File: config.mk
export PLATFORM = sky130hd
export DESIGN_NAME = ucs_top
export DESIGN_NICKNAME = d
export VERILOG_FILES = /design/src/design/ucs_pkg.sv /design/src/design/ucs_baud.sv /design/src/design/ucs_rx.sv /design/src/design/ucs_top.sv
export SDC_FILE = /design/constraint.sdc
export NUM_CORES = 1
export LEC_CHECK = 0
export BUFFER_PORTS_ARGS = -buffer_cell sky130_fd_sc_hd__buf_2
export CAP_MARGIN = 20
export CORE_UTILIZATION = 41
export CTS_BUF_LIST = sky130_fd_sc_hd__clkbuf_4 sky130_fd_sc_hd__clkbuf_8
export CTS_CLUSTER_SIZE = 10
export DETAILED_ROUTE_END_ITERATION = 12
export PLACE_DENSITY = 0.67
export SLEW_MARGIN = 40
export SYNTH_ARGS = -nofsm -noshare
export SYNTH_HDL_FRONTEND = slang
export SYNTH_SLANG_ARGS = --single-unit
File: constraint.sdc
create_clock -name I_CLK -period 2.9 [get_ports I_CLK]
set_clock_uncertainty 0.05 [all_clocks]
set_input_delay 0.29 -clock I_CLK [delete_from_list [all_inputs] [get_ports I_CLK]]
set_output_delay 0.29 -clock I_CLK [all_outputs]
set_load 0.02 [all_outputs]
File: src/design/ucs_pkg.sv
// Package: constants, register map and carrier types of the serial control/status block
package ucs_pkg;

  // ==========================================================
  // Register map (byte addresses)
  localparam logic [7:0] ADDR_LINE_CTRL   = 8'h00;
  localparam logic [7:0] ADDR_TX_RX_CTRL  = 8'h04;
  localparam logic [7:0] ADDR_NINTH_ERR   = 8'h08;
  localparam logic [7:0] ADDR_LINE_STAT   = 8'h0c;
  localparam logic [7:0] ADDR_DATA_BUF    = 8'h10;

  // ==========================================================
  // Field positions
  localparam int LC_MODULE_ON = 0;
  localparam int LC_CHAR9     = 1;
  localparam int LC_WAKE_ADDR = 2;
  localparam int NE_RX_NINTH  = 7;
  localparam int NE_TX_NINTH  = 6;
  localparam int ST_TX_EMPTY  = 7;
  localparam int ST_TX_DONE   = 6;
  localparam int ST_RX_FULL   = 5;
  localparam int ST_QUIET     = 4;
  localparam int ST_OVERRUN   = 3;
  localparam int ST_NOISE     = 2;
  localparam int ST_FRAME     = 1;
  localparam int ST_PARITY    = 0;

  // ==========================================================
  // Reset values
  localparam logic [7:0] LINE_CTRL_RST  = 8'h00;
  localparam logic [7:0] TX_RX_CTRL_RST = 8'h00;
  localparam logic [3:0] ERR_EN_RST     = 4'h0;
  localparam logic [7:0] LINE_STAT_RST  = 8'hc0;

  // ==========================================================
  // Timing: 16x oversampling tick, 100 MHz clock
  localparam int          CLK_HZ     = 100_000_000;
  localparam int          BAUD_HZ    = 115_200;
  localparam logic [15:0] OVS_DIV    = 16'((CLK_HZ + 8 * BAUD_HZ) / (16 * BAUD_HZ));
  localparam logic [3:0]  OVS_LAST   = 4'hf;
  localparam logic [3:0]  OVS_MID    = 4'h8;
  localparam logic [3:0]  LEN8       = 4'ha;
  localparam logic [3:0]  LEN9       = 4'hb;

  // ==========================================================
  // Carrier types
  typedef struct packed {
    logic tx_empty_irq_en;
    logic tx_done_irq_en;
    logic rx_full_irq_en;
    logic quiet_line_irq_en;
    logic xmit_on;
    logic rx_on;
    logic rx_standby;
    logic break_send;
  } ucs_ctrl_type;

  typedef struct packed {
    logic       done;
    logic [8:0] data;
    logic       frame_err;
    logic       noise;
    logic       quiet;
  } ucs_rx_type;

endpackage : ucs_pkg

File: src/design/ucs_baud.sv
// Oversampling tick divider
`timescale 1ns/1ps
module ucs_baud (
  input  wire logic I_CLK,
  input  wire logic I_RST,
  input  wire logic i_en,
  output logic      o_tick16,
  output logic      o_tick1
);
  import ucs_pkg::*;

  logic [15:0] div_r;
  logic [3:0]  sub_r;

  // ==========================================================
  // Divider, held at zero while the module is off
  always_ff @(posedge I_CLK) begin
    if (I_RST || !i_en) begin
      div_r    <= 16'h0000;
      sub_r    <= 4'h0;
      o_tick16 <= 1'b0;
      o_tick1  <= 1'b0;
    end else begin
      o_tick16 <= (div_r == OVS_DIV - 16'h0001);
      o_tick1  <= (div_r == OVS_DIV - 16'h0001) && (sub_r == OVS_LAST);
      if (div_r == OVS_DIV - 16'h0001) begin
        div_r <= 16'h0000;
        sub_r <= sub_r + 4'h1;
      end else begin
        div_r <= div_r + 16'h0001;
      end
    end
  end

endmodule : ucs_baud

File: src/design/ucs_rx.sv
// Receiver: start search, majority sampling, quiet-line detection
`timescale 1ns/1ps
module ucs_rx (
  input  wire logic              I_CLK,
  input  wire logic              I_RST,
  input  wire logic              i_en,
  input  wire logic              i_tick16,
  input  wire logic              i_rxd,
  input  wire logic              i_char9,
  output ucs_pkg::ucs_rx_type    o_rx
);
  import ucs_pkg::*;

  logic        busy_r;
  logic [3:0]  sub_r;
  logic [3:0]  bitn_r;
  logic [10:0] sh_r;
  logic [2:0]  smp_r;
  logic        noisy_r;
  logic [7:0]  quiet_r;
  logic [3:0]  len;
  logic        maj;

  assign len = i_char9 ? LEN9 : LEN8;
  assign maj = (smp_r[0] & smp_r[1]) | (smp_r[0] & i_rxd) | (smp_r[1] & i_rxd);

  // ==========================================================
  // Frame reception; stops at once when disabled
  always_ff @(posedge I_CLK) begin
    if (I_RST || !i_en) begin
      busy_r  <= 1'b0;
      sub_r   <= 4'h0;
      bitn_r  <= 4'h0;
      sh_r    <= 11'h000;
      smp_r   <= 3'h0;
      noisy_r <= 1'b0;
      o_rx    <= '0;
    end else begin
      o_rx.done  <= 1'b0;
      o_rx.quiet <= 1'b0;
      // One pulse as the idle count reaches a full character time
      if (i_tick16 && !busy_r && i_rxd && quiet_r == {len, 4'h0} - 8'h01) o_rx.quiet <= 1'b1;
      if (i_tick16) begin
        if (!busy_r) begin
          if (!i_rxd) begin
            busy_r  <= 1'b1;
            sub_r   <= 4'h1;
            bitn_r  <= 4'h0;
            noisy_r <= 1'b0;
          end
        end else begin
          sub_r <= sub_r + 4'h1;
          if (sub_r == OVS_MID - 4'h2) smp_r[0] <= i_rxd;
          if (sub_r == OVS_MID - 4'h1) smp_r[1] <= i_rxd;
          if (sub_r == OVS_MID) begin
            if (smp_r[0] != smp_r[1] || smp_r[1] != i_rxd) noisy_r <= 1'b1;
            if (bitn_r == 4'h0 && maj) begin
              busy_r <= 1'b0;
            end else begin
              sh_r   <= {maj, sh_r[10:1]};
              bitn_r <= bitn_r + 4'h1;
              if (bitn_r == len - 4'h1) begin
                busy_r         <= 1'b0;
                o_rx.done      <= 1'b1;
                o_rx.frame_err <= !maj;
                o_rx.noise     <= noisy_r || (smp_r[0] != smp_r[1]) || (smp_r[1] != i_rxd);
                o_rx.data      <= i_char9 ? sh_r[10:2] : {1'b0, sh_r[10:3]};
              end
            end
          end
        end
      end
    end
  end

  // ==========================================================
  // Quiet line: one full character time of high input
  always_ff @(posedge I_CLK) begin
    if (I_RST || !i_en) begin
      quiet_r <= 8'h00;
    end else if (i_tick16) begin
      if (busy_r || !i_rxd) begin
        quiet_r <= 8'h00;
      end else if (quiet_r != {len, 4'h0}) begin
        quiet_r <= quiet_r + 8'h01;
      end
    end
  end

endmodule : ucs_rx

File: src/design/ucs_top.sv
// Serial control/status block: APB registers, transmitter and interrupt requests
`timescale 1ns/1ps
module ucs_top (
  input  wire logic        I_CLK,
  input  wire logic        I_RST,
  input  wire logic        I_PSEL,
  input  wire logic        I_PENABLE,
  input  wire logic        I_PWRITE,
  input  wire logic [7:0]  I_PADDR,
  input  wire logic [31:0] I_PWDATA,
  output logic      [31:0] O_PRDATA,
  output logic             O_PREADY,
  output logic             O_PSLVERR,
  input  wire logic        I_RXD,
  output logic             O_TXD,
  input  wire logic        I_PARITY_ERR,
  output logic             O_TX_IRQ,
  output logic             O_RX_IRQ,
  output logic             O_ERR_IRQ
);
  import ucs_pkg::*;

  // ==========================================================
  // Declarations
  logic [7:0]   line_ctrl_r;
  ucs_ctrl_type ctl_r;
  logic [3:0]   err_en_r;
  logic         tx_ninth_r;
  logic         rx_ninth_r;
  logic [7:0]   stat_r;
  logic [7:0]   arm_r;
  logic [7:0]   tx_buf_r;
  logic [7:0]   rx_buf_r;
  logic         quiet_allow_r;
  logic         rxd_s1_r;
  logic         rxd_s2_r;
  logic         xmit_prev_r;
  logic         pend_pre_r;
  logic         brk_tail_r;
  logic         brk_pend_r;
  logic [10:0]  tx_sh_r;
  logic [3:0]   tx_cnt_r;
  logic         txd_r;
  logic [31:0]  rdata_nxt;
  logic         tick16;
  logic         tick1;
  ucs_rx_type   rx;
  logic         module_on;
  logic         char9;
  logic [3:0]   len;
  logic         wr_done;
  logic         rd_done;
  logic         mapped;
  logic         ld_data;
  logic         ld_pre;
  logic         ld_brk;
  logic         ld_tail;
  logic         rx_load;
  logic         rx_msb;
  logic         wake;

  function automatic logic hit(input logic [7:0] addr, input logic [7:0] reg_addr);
    hit = (addr == reg_addr);
  endfunction : hit

  assign module_on = line_ctrl_r[LC_MODULE_ON];
  assign char9     = line_ctrl_r[LC_CHAR9];
  assign len       = char9 ? LEN9 : LEN8;
  assign mapped    = hit(I_PADDR, ADDR_LINE_CTRL) || hit(I_PADDR, ADDR_TX_RX_CTRL) ||
                     hit(I_PADDR, ADDR_NINTH_ERR) || hit(I_PADDR, ADDR_LINE_STAT) ||
                     hit(I_PADDR, ADDR_DATA_BUF);
  assign wr_done   = I_PSEL && I_PENABLE && I_PWRITE && mapped;
  assign rd_done   = I_PSEL && I_PENABLE && !I_PWRITE && mapped;

  // ==========================================================
  // Bus answer: zero wait states, error on unmapped addresses
  assign O_PREADY  = 1'b1;
  assign O_PSLVERR = I_PSEL && I_PENABLE && !mapped;

  always_comb begin
    rdata_nxt = 32'h0000_0000;
    if (hit(I_PADDR, ADDR_LINE_CTRL)) rdata_nxt[7:0] = line_ctrl_r;
    if (hit(I_PADDR, ADDR_TX_RX_CTRL)) rdata_nxt[7:0] = ctl_r;
    if (hit(I_PADDR, ADDR_NINTH_ERR)) rdata_nxt[7:0] = {rx_ninth_r, tx_ninth_r, 2'b00, err_en_r};
    if (hit(I_PADDR, ADDR_LINE_STAT)) rdata_nxt[7:0] = stat_r;
    if (hit(I_PADDR, ADDR_DATA_BUF)) rdata_nxt[7:0] = rx_buf_r;
  end

  // Read data is captured in the setup cycle so it leaves a flip-flop
  always_ff @(posedge I_CLK) begin
    if (I_RST) begin
      O_PRDATA <= 32'h0000_0000;
    end else if (I_PSEL && !I_PENABLE) begin
      O_PRDATA <= rdata_nxt;
    end
  end

  // ==========================================================
  // Control registers
  always_ff @(posedge I_CLK) begin
    if (I_RST) begin
      line_ctrl_r <= LINE_CTRL_RST;
      ctl_r       <= TX_RX_CTRL_RST;
      err_en_r    <= ERR_EN_RST;
      tx_ninth_r  <= 1'b0;
    end else begin
      if (wr_done && hit(I_PADDR, ADDR_LINE_CTRL)) line_ctrl_r <= {5'h00, I_PWDATA[2:0]};
      if (wr_done && hit(I_PADDR, ADDR_TX_RX_CTRL)) begin
        ctl_r.tx_empty_irq_en   <= I_PWDATA[7];
        ctl_r.tx_done_irq_en    <= I_PWDATA[6];
        ctl_r.rx_full_irq_en    <= I_PWDATA[5];
        ctl_r.quiet_line_irq_en <= I_PWDATA[4];
        ctl_r.break_send        <= I_PWDATA[0];
        // Transmitter and receiver enables are frozen while the module is off, so a stray write does no harm
        if (module_on) begin
          ctl_r.xmit_on <= I_PWDATA[3];
          ctl_r.rx_on   <= I_PWDATA[2];
        end
        ctl_r.rx_standby <= I_PWDATA[1] | (ctl_r.rx_standby & wake);
      end
      if (wake) ctl_r.rx_standby <= 1'b0;
      if (wr_done && hit(I_PADDR, ADDR_NINTH_ERR)) begin
        tx_ninth_r <= I_PWDATA[NE_TX_NINTH];
        err_en_r   <= I_PWDATA[3:0];
      end
    end
  end

  // ==========================================================
  // Receive line synchroniser
  always_ff @(posedge I_CLK) begin
    if (I_RST) begin
      rxd_s1_r <= 1'b1;
      rxd_s2_r <= 1'b1;
    end else begin
      rxd_s1_r <= I_RXD;
      rxd_s2_r <= rxd_s1_r;
    end
  end

  ucs_baud u_baud (
    .I_CLK    (I_CLK),
    .I_RST    (I_RST),
    .i_en     (module_on),
    .o_tick16 (tick16),
    .o_tick1  (tick1)
  );

  ucs_rx u_rx (
    .I_CLK    (I_CLK),
    .I_RST    (I_RST),
    .i_en     (module_on && ctl_r.rx_on),
    .i_tick16 (tick16),
    .i_rxd    (rxd_s2_r),
    .i_char9  (char9),
    .o_rx     (rx)
  );

  // ==========================================================
  // Receive path and wake-up
  assign rx_msb  = char9 ? rx.data[8] : rx.data[7];
  assign wake    = ctl_r.rx_standby &&
                   (line_ctrl_r[LC_WAKE_ADDR] ? (rx.done && rx_msb) : rx.quiet);
  // Characters heard in standby are dropped unless they carry the wake mark
  assign rx_load = rx.done && !stat_r[ST_RX_FULL] && (!ctl_r.rx_standby || wake);

  always_ff @(posedge I_CLK) begin
    if (rx_load) begin
      rx_buf_r   <= rx.data[7:0];
      rx_ninth_r <= rx_msb;
    end
  end

  // ==========================================================
  // Transmit selection: break first, then break tail, preamble, data
  always_comb begin
    ld_brk  = 1'b0;
    ld_tail = 1'b0;
    ld_pre  = 1'b0;
    ld_data = 1'b0;
    if (module_on && tick1 && tx_cnt_r == 4'h0) begin
      if ((ctl_r.break_send || brk_pend_r) && ctl_r.xmit_on) begin
        ld_brk = 1'b1;
      end else if (brk_tail_r) begin
        ld_tail = 1'b1;
      end else if (pend_pre_r && ctl_r.xmit_on) begin
        ld_pre = 1'b1;
      end else if (ctl_r.xmit_on && !stat_r[ST_TX_EMPTY]) begin
        ld_data = 1'b1;
      end
    end
  end

  always_ff @(posedge I_CLK) begin
    if (I_RST || !module_on) begin
      xmit_prev_r <= 1'b0;
      pend_pre_r  <= 1'b0;
      brk_tail_r  <= 1'b0;
      brk_pend_r  <= 1'b0;
      tx_sh_r     <= 11'h7ff;
      tx_cnt_r    <= 4'h0;
      txd_r       <= 1'b1;
    end else begin
      xmit_prev_r <= ctl_r.xmit_on;
      // A re-enable while busy simply queues another all-ones character
      if (ctl_r.xmit_on && !xmit_prev_r) pend_pre_r <= 1'b1;
      if (ld_pre || ld_brk) pend_pre_r <= 1'b0;
      if (ld_brk) brk_tail_r <= 1'b1;
      if (ld_tail) brk_tail_r <= 1'b0;
      // A set-then-clear shorter than a bit time must still send its break
      if (ctl_r.break_send && ctl_r.xmit_on && !brk_tail_r) brk_pend_r <= 1'b1;
      if (ld_brk) brk_pend_r <= 1'b0;
      if (tick1) begin
        if (ld_brk) begin
          txd_r    <= 1'b0;
          tx_sh_r  <= 11'h000;
          tx_cnt_r <= len - 4'h1;
        end else if (ld_tail) begin
          txd_r    <= 1'b1;
          tx_cnt_r <= 4'h0;
        end else if (ld_pre) begin
          txd_r    <= 1'b1;
          tx_sh_r  <= 11'h7ff;
          tx_cnt_r <= len - 4'h1;
        end else if (ld_data) begin
          txd_r    <= 1'b0;
          tx_sh_r  <= char9 ? {1'b1, 1'b1, tx_ninth_r, tx_buf_r} : {1'b1, 1'b1, 1'b1, tx_buf_r};
          tx_cnt_r <= len - 4'h1;
        end else if (tx_cnt_r != 4'h0) begin
          txd_r    <= tx_sh_r[0];
          tx_sh_r  <= {1'b1, tx_sh_r[10:1]};
          tx_cnt_r <= tx_cnt_r - 4'h1;
        end else begin
          txd_r <= 1'b1;
        end
      end
    end
  end

  assign O_TXD = txd_r;

  always_ff @(posedge I_CLK) begin
    if (wr_done && hit(I_PADDR, ADDR_DATA_BUF)) tx_buf_r <= I_PWDATA[7:0];
  end

  // ==========================================================
  // Status flags; a hardware set beats a same-cycle clear
  always_ff @(posedge I_CLK) begin
    if (I_RST) begin
      stat_r        <= LINE_STAT_RST;
      arm_r         <= 8'h00;
      quiet_allow_r <= 1'b0;
    end else begin
      if (rd_done && hit(I_PADDR, ADDR_LINE_STAT)) arm_r <= stat_r;
      if (wr_done && hit(I_PADDR, ADDR_DATA_BUF) && arm_r[ST_TX_EMPTY]) begin
        stat_r[ST_TX_EMPTY] <= 1'b0;
        arm_r[ST_TX_EMPTY]  <= 1'b0;
      end
      if (rd_done && hit(I_PADDR, ADDR_DATA_BUF)) begin
        stat_r[5:1] <= stat_r[5:1] & ~arm_r[5:1];
        arm_r[5:1]  <= 5'h00;
      end
      if (ld_data) stat_r[ST_TX_EMPTY] <= 1'b1;
      // Done only when nothing is loaded or queued; queueing drops it next cycle
      stat_r[ST_TX_DONE] <= stat_r[ST_TX_EMPTY] && tx_cnt_r == 4'h0 && !pend_pre_r &&
                            !brk_tail_r && !brk_pend_r && !(ctl_r.break_send && ctl_r.xmit_on);
      if (rx_load) begin
        stat_r[ST_RX_FULL] <= 1'b1;
        stat_r[ST_FRAME]   <= rx.frame_err;
        stat_r[ST_NOISE]   <= rx.noise;
        quiet_allow_r      <= 1'b1;
      end
      if (rx.done && stat_r[ST_RX_FULL]) stat_r[ST_OVERRUN] <= 1'b1;
      if (rx.quiet && quiet_allow_r) begin
        stat_r[ST_QUIET] <= 1'b1;
        quiet_allow_r    <= 1'b0;
      end
      if (I_PARITY_ERR) stat_r[ST_PARITY] <= 1'b1;
      if (rd_done && hit(I_PADDR, ADDR_DATA_BUF) && arm_r[ST_PARITY] && !I_PARITY_ERR) begin
        stat_r[ST_PARITY] <= 1'b0;
      end
      if (!module_on) begin
        stat_r[ST_TX_EMPTY] <= 1'b1;
        stat_r[ST_TX_DONE]  <= 1'b1;
      end
    end
  end

  // ==========================================================
  // Interrupt requests, one output per source group
  assign O_TX_IRQ  = module_on && ((stat_r[ST_TX_EMPTY] && ctl_r.tx_empty_irq_en) ||
                                   (stat_r[ST_TX_DONE] && ctl_r.tx_done_irq_en));
  assign O_RX_IRQ  = !ctl_r.rx_standby &&
                     ((stat_r[ST_RX_FULL] && ctl_r.rx_full_irq_en) ||
                      (stat_r[ST_QUIET] && ctl_r.quiet_line_irq_en));
  assign O_ERR_IRQ = |(stat_r[3:0] & err_en_r);

endmodule : ucs_top

==> flow_metrics.py <==
metrics = {
    "setup_path": {
        "critPathArrivalTime_ns": 2.62,
        "critPathLaunchType": "flop",
        "path_max_fanout": 13,
        "crit_chain": "nor2b_1, o21ai_0, a21boi_0, nand3b_1, o311ai_0",
        "cp-end-kind": "flop",
        "critPathKind": "reg2reg",
        "required_ns": 3.19,
        "cpPeakStageDelay_ns": 0.63,
        "crit_slowest_cell": "dfxtp_1",
    },
    "routing": {
        "wl_um": 13300,
        "dr.first_iter.drc_count": 358,
        "ant_nets": 0,
        "dr.pass1.iters": 4,
        "wire_per_inst_um": 13.6,
        "num_vias": 4918,
        "drc": 0,
        "routed_via_density": 5.04,
    },
    "yosys": {
        "synth_edf_count": 17,
        "syn_area_per_cell_um2": 9.30,
        "postSynthCellCount": 714,
        "synth_area_leader_cell": "dfxtp_1",
        "ys_ff_latch": 143,
        "yosys_warnings": 0,
        "synth_area_leaders": "dfxtp_1, edfxtp_1, mux2i_1",
        "ys_async_sr_fraction_pct": 0,
        "yosysSeqAreaShare_pct": 45.7,
        "yosysTopAreaCellShare_pct": 38.0,
        "ys.flop_type": "dfxtp_1",
        "syn_area_um2": 6640,
        "ys_types": 62,
    },
    "clock_tree": {
        "cts.path.max_buffers": 2,
        "cts.sinks": 143,
        "cts_tree": "yes",
        "cts_hold_buf": 8,
        "root_buffer": "clkbuf_8",
        "cts_setup_buffers": 0,
        "cts_buffers": 17,
        "htree_levels": 4,
        "clk_pin_slew_ns": 0.08,
        "worstSkewPairLatency_ns": 0.46,
        "cts.repair.resized": 0,
    },
    "power": {
        "power_uw": 3750,
        "p_per_area_nw_per_um2": 507,
        "leakagePower_uw": 0.00264,
        "irDropWorstVdd_mv": 0.215,
    },
    "die": {
        "die-area_um2": 16700,
        "die_y_um": 129,
        "core-area_um2": 15800,
        "start_util_pct": 42.0,
        "rows": 46,
        "ios": 85,
        "dieWidth_um": 129,
    },
    "cells_and_area": {
        "diodes": 0,
        "multi_input_area_um2": 3280,
        "fin_nets": 807,
        "regArea_um2": 3030,
        "drive_gt1_share_pct": 12.9,
        "n_fill_cell": 1507,
        "area_growth_pct": 11.4,
    },
    "global_route": {
        "grtUsageTotal_pct": 16.6,
        "grt_max_degree": 43,
        "grt_pass1_wl_um": 21900,
        "grt_remaining_overflow": 0,
        "antenna_found_initial": 0,
        "grt_pass1_vias": 4507,
    },
    "run_status": {
        "status": "finished, final reports clean",
    },
    "sta": {
        "hold_viol_final": 0,
        "finalSetupTns_ns": 0,
        "fin_crit_ns": 2.34,
        "timing.hold.ws_ns": 0.0314,
        "setup_viol": 0,
        "max_freq_mhz": 428,
        "finalMaxSlewViolations": 0,
        "rsz0062_at_grt": "false",
        "fin_crit_sh_pct": 80.5,
        "relSlewSlack_pct": 47.0,
        "tightest_slew_ns": 0.795,
    },
    "placed_design": {
        "hpwl_um": 9290,
        "gp_congestion": 0.804,
        "io_buffers": 35,
    },
    "min_path": {
        "hp-class": "in2reg",
    },
    "run": {
        "maxCapViolations": 0,
    },
}
-- metrics by stage --
step           util (%)  cells  setup WS (ns)  area, µm²
3_5_place_dp       43.7    936          0.493       6910
3_3_place_gp       43.6    936          0.506       6910
4_1_cts            46.8    976          0.628       7400
5_1_grt            46.8    976          0.357       7400
2_1_floorplan         -    737          0.870       6730
6_report           46.8    976          0.564       7400
-- report_power, final --
part / switching (µW) / internal (µW)
Clock: 833 / 789
Combinational: 82.8 / 38.6
Sequential: 5.42 / 2000
-- worst max-delay path, delay by kind of cell (launching register included) --
family / cells / cell delay, ns
AO/OA/AOI/OAI: 3 / 0.99
flip-flops: 1 / 0.63
AND/OR/NAND/NOR: 2 / 0.54
-- final cells by class --
class / count / area share (%)
inverters: 18 / 0.913
clock inverters: 15 / 2.42
multi-input cells: 513 / 44.3
flip-flops and latches: 143 / 41.0
well taps: 216 / 3.65
clock buffers: 17 / 3.16
repair buffers: 54 / 4.56
-- cell usage in the layout (no fill, tap or decap), types with 7 or more instances in the layout --
| master | n |
|---|---|
| edfxtp_1 | 17 |
| o21ai_0 | 23 |
| a21oi_1 | 30 |
| clkbuf_8 | 17 |
| inv_1 | 18 |
| nor3_1 | 15 |
| ha_1 | 13 |
| xor2_1 | 13 |
| dfxtp_1 | 126 |
| nand2_1 | 30 |
| nor2_1 | 107 |
| or3_1 | 15 |
| a211oi_1 | 23 |
| and3_1 | 7 |
| nand2b_1 | 14 |
| o311ai_0 | 9 |
| mux2_2 | 9 |
| mux2i_1 | 48 |
| a22oi_1 | 11 |
| nor2b_1 | 14 |
| xnor2_1 | 11 |
| nand3_1 | 17 |
| dlygate4sd3_1 | 8 |
| buf_4 | 11 |
| buf_2 | 35 |
| nand4_1 | 8 |
| conb_1 | 25 |
-- flip-flops by register name (all words and copies together), names as in the netlist, 2 cells and up --
signal        count
err_en_r          4
u_rx.bitn_r       4
u_rx.smp_r        2
u_rx.sh_r         9
u_rx.o_rx        13
tx_sh_r          11
u_rx.sub_r        4
arm_r             7
rx_buf_r          8
tx_buf_r          8
O_PRDATA          8
tx_cnt_r          4
u_rx.quiet_r      8
u_baud.div_r     16
line_ctrl_r       3
ctl_r             8
stat_r            8
u_baud.sub_r      4
-- final timing paths --
check                   start     endpoint  slack, ns  cells past startpoint
hold reg to reg      rxd_s1_r     rxd_s2_r       0.36                      1
setup reg to reg   pend_pre_r   tx_sh_r[0]       0.56                      5
hold / removal    I_PWDATA[2]  tx_buf_r[2]       0.03                      1
setup / recovery   pend_pre_r   tx_sh_r[0]       0.56                      5
-- cell usage after synthesis, types with 4 or more instances --
| library cell | count |
|---|---|
| or3_1 | 15 |
| mux2i_1 | 48 |
| a21o_1 | 4 |
| mux2_2 | 9 |
| buf_4 | 26 |
| o21ai_0 | 23 |
| buf_2 | 7 |
| nand2_1 | 30 |
| a22oi_1 | 11 |
| ha_1 | 13 |
| xnor2_1 | 11 |
| xor2_1 | 13 |
| a32oi_1 | 5 |
| inv_1 | 18 |
| nor2b_1 | 15 |
| o311ai_0 | 9 |
| nand4_1 | 8 |
| dfxtp_1 | 126 |
| nor4_1 | 4 |
| and2_1 | 6 |
| nand2b_1 | 14 |
| a211oi_1 | 23 |
| and3_1 | 7 |
| a21oi_1 | 30 |
| nor2_1 | 107 |
| clkbuf_1 | 27 |
| nor3_1 | 15 |
| nand3_1 | 17 |
| edfxtp_1 | 17 |
-- kinds of logic after synthesis --
logic type	share of synthesized area, %
AO/OA/AOI/OAI	13.1
XOR/XNOR	3.16
adder cells (fa/ha/maj)	2.45
buffers and inverters	6.29
flip-flops	45.7
multiplexers	9.10
other	0.113
AND/OR/NAND/NOR	20.1
-- routing by layer --
layer / up-vias / GRT usage (%) / share of wire [%] / wire [µm]
met3: 19 / 4.05 / 3.0 / 400
met5: - / 0 / 0 / 0
met2: 63 / 25.9 / 45 / 6020
met4: 0 / 6.09 / 1.6 / 206
met1: 2288 / 22.3 / 50 / 6630
li1: 2548 / - / - / -
No activity file was read; power rests on OpenSTA's default activity.
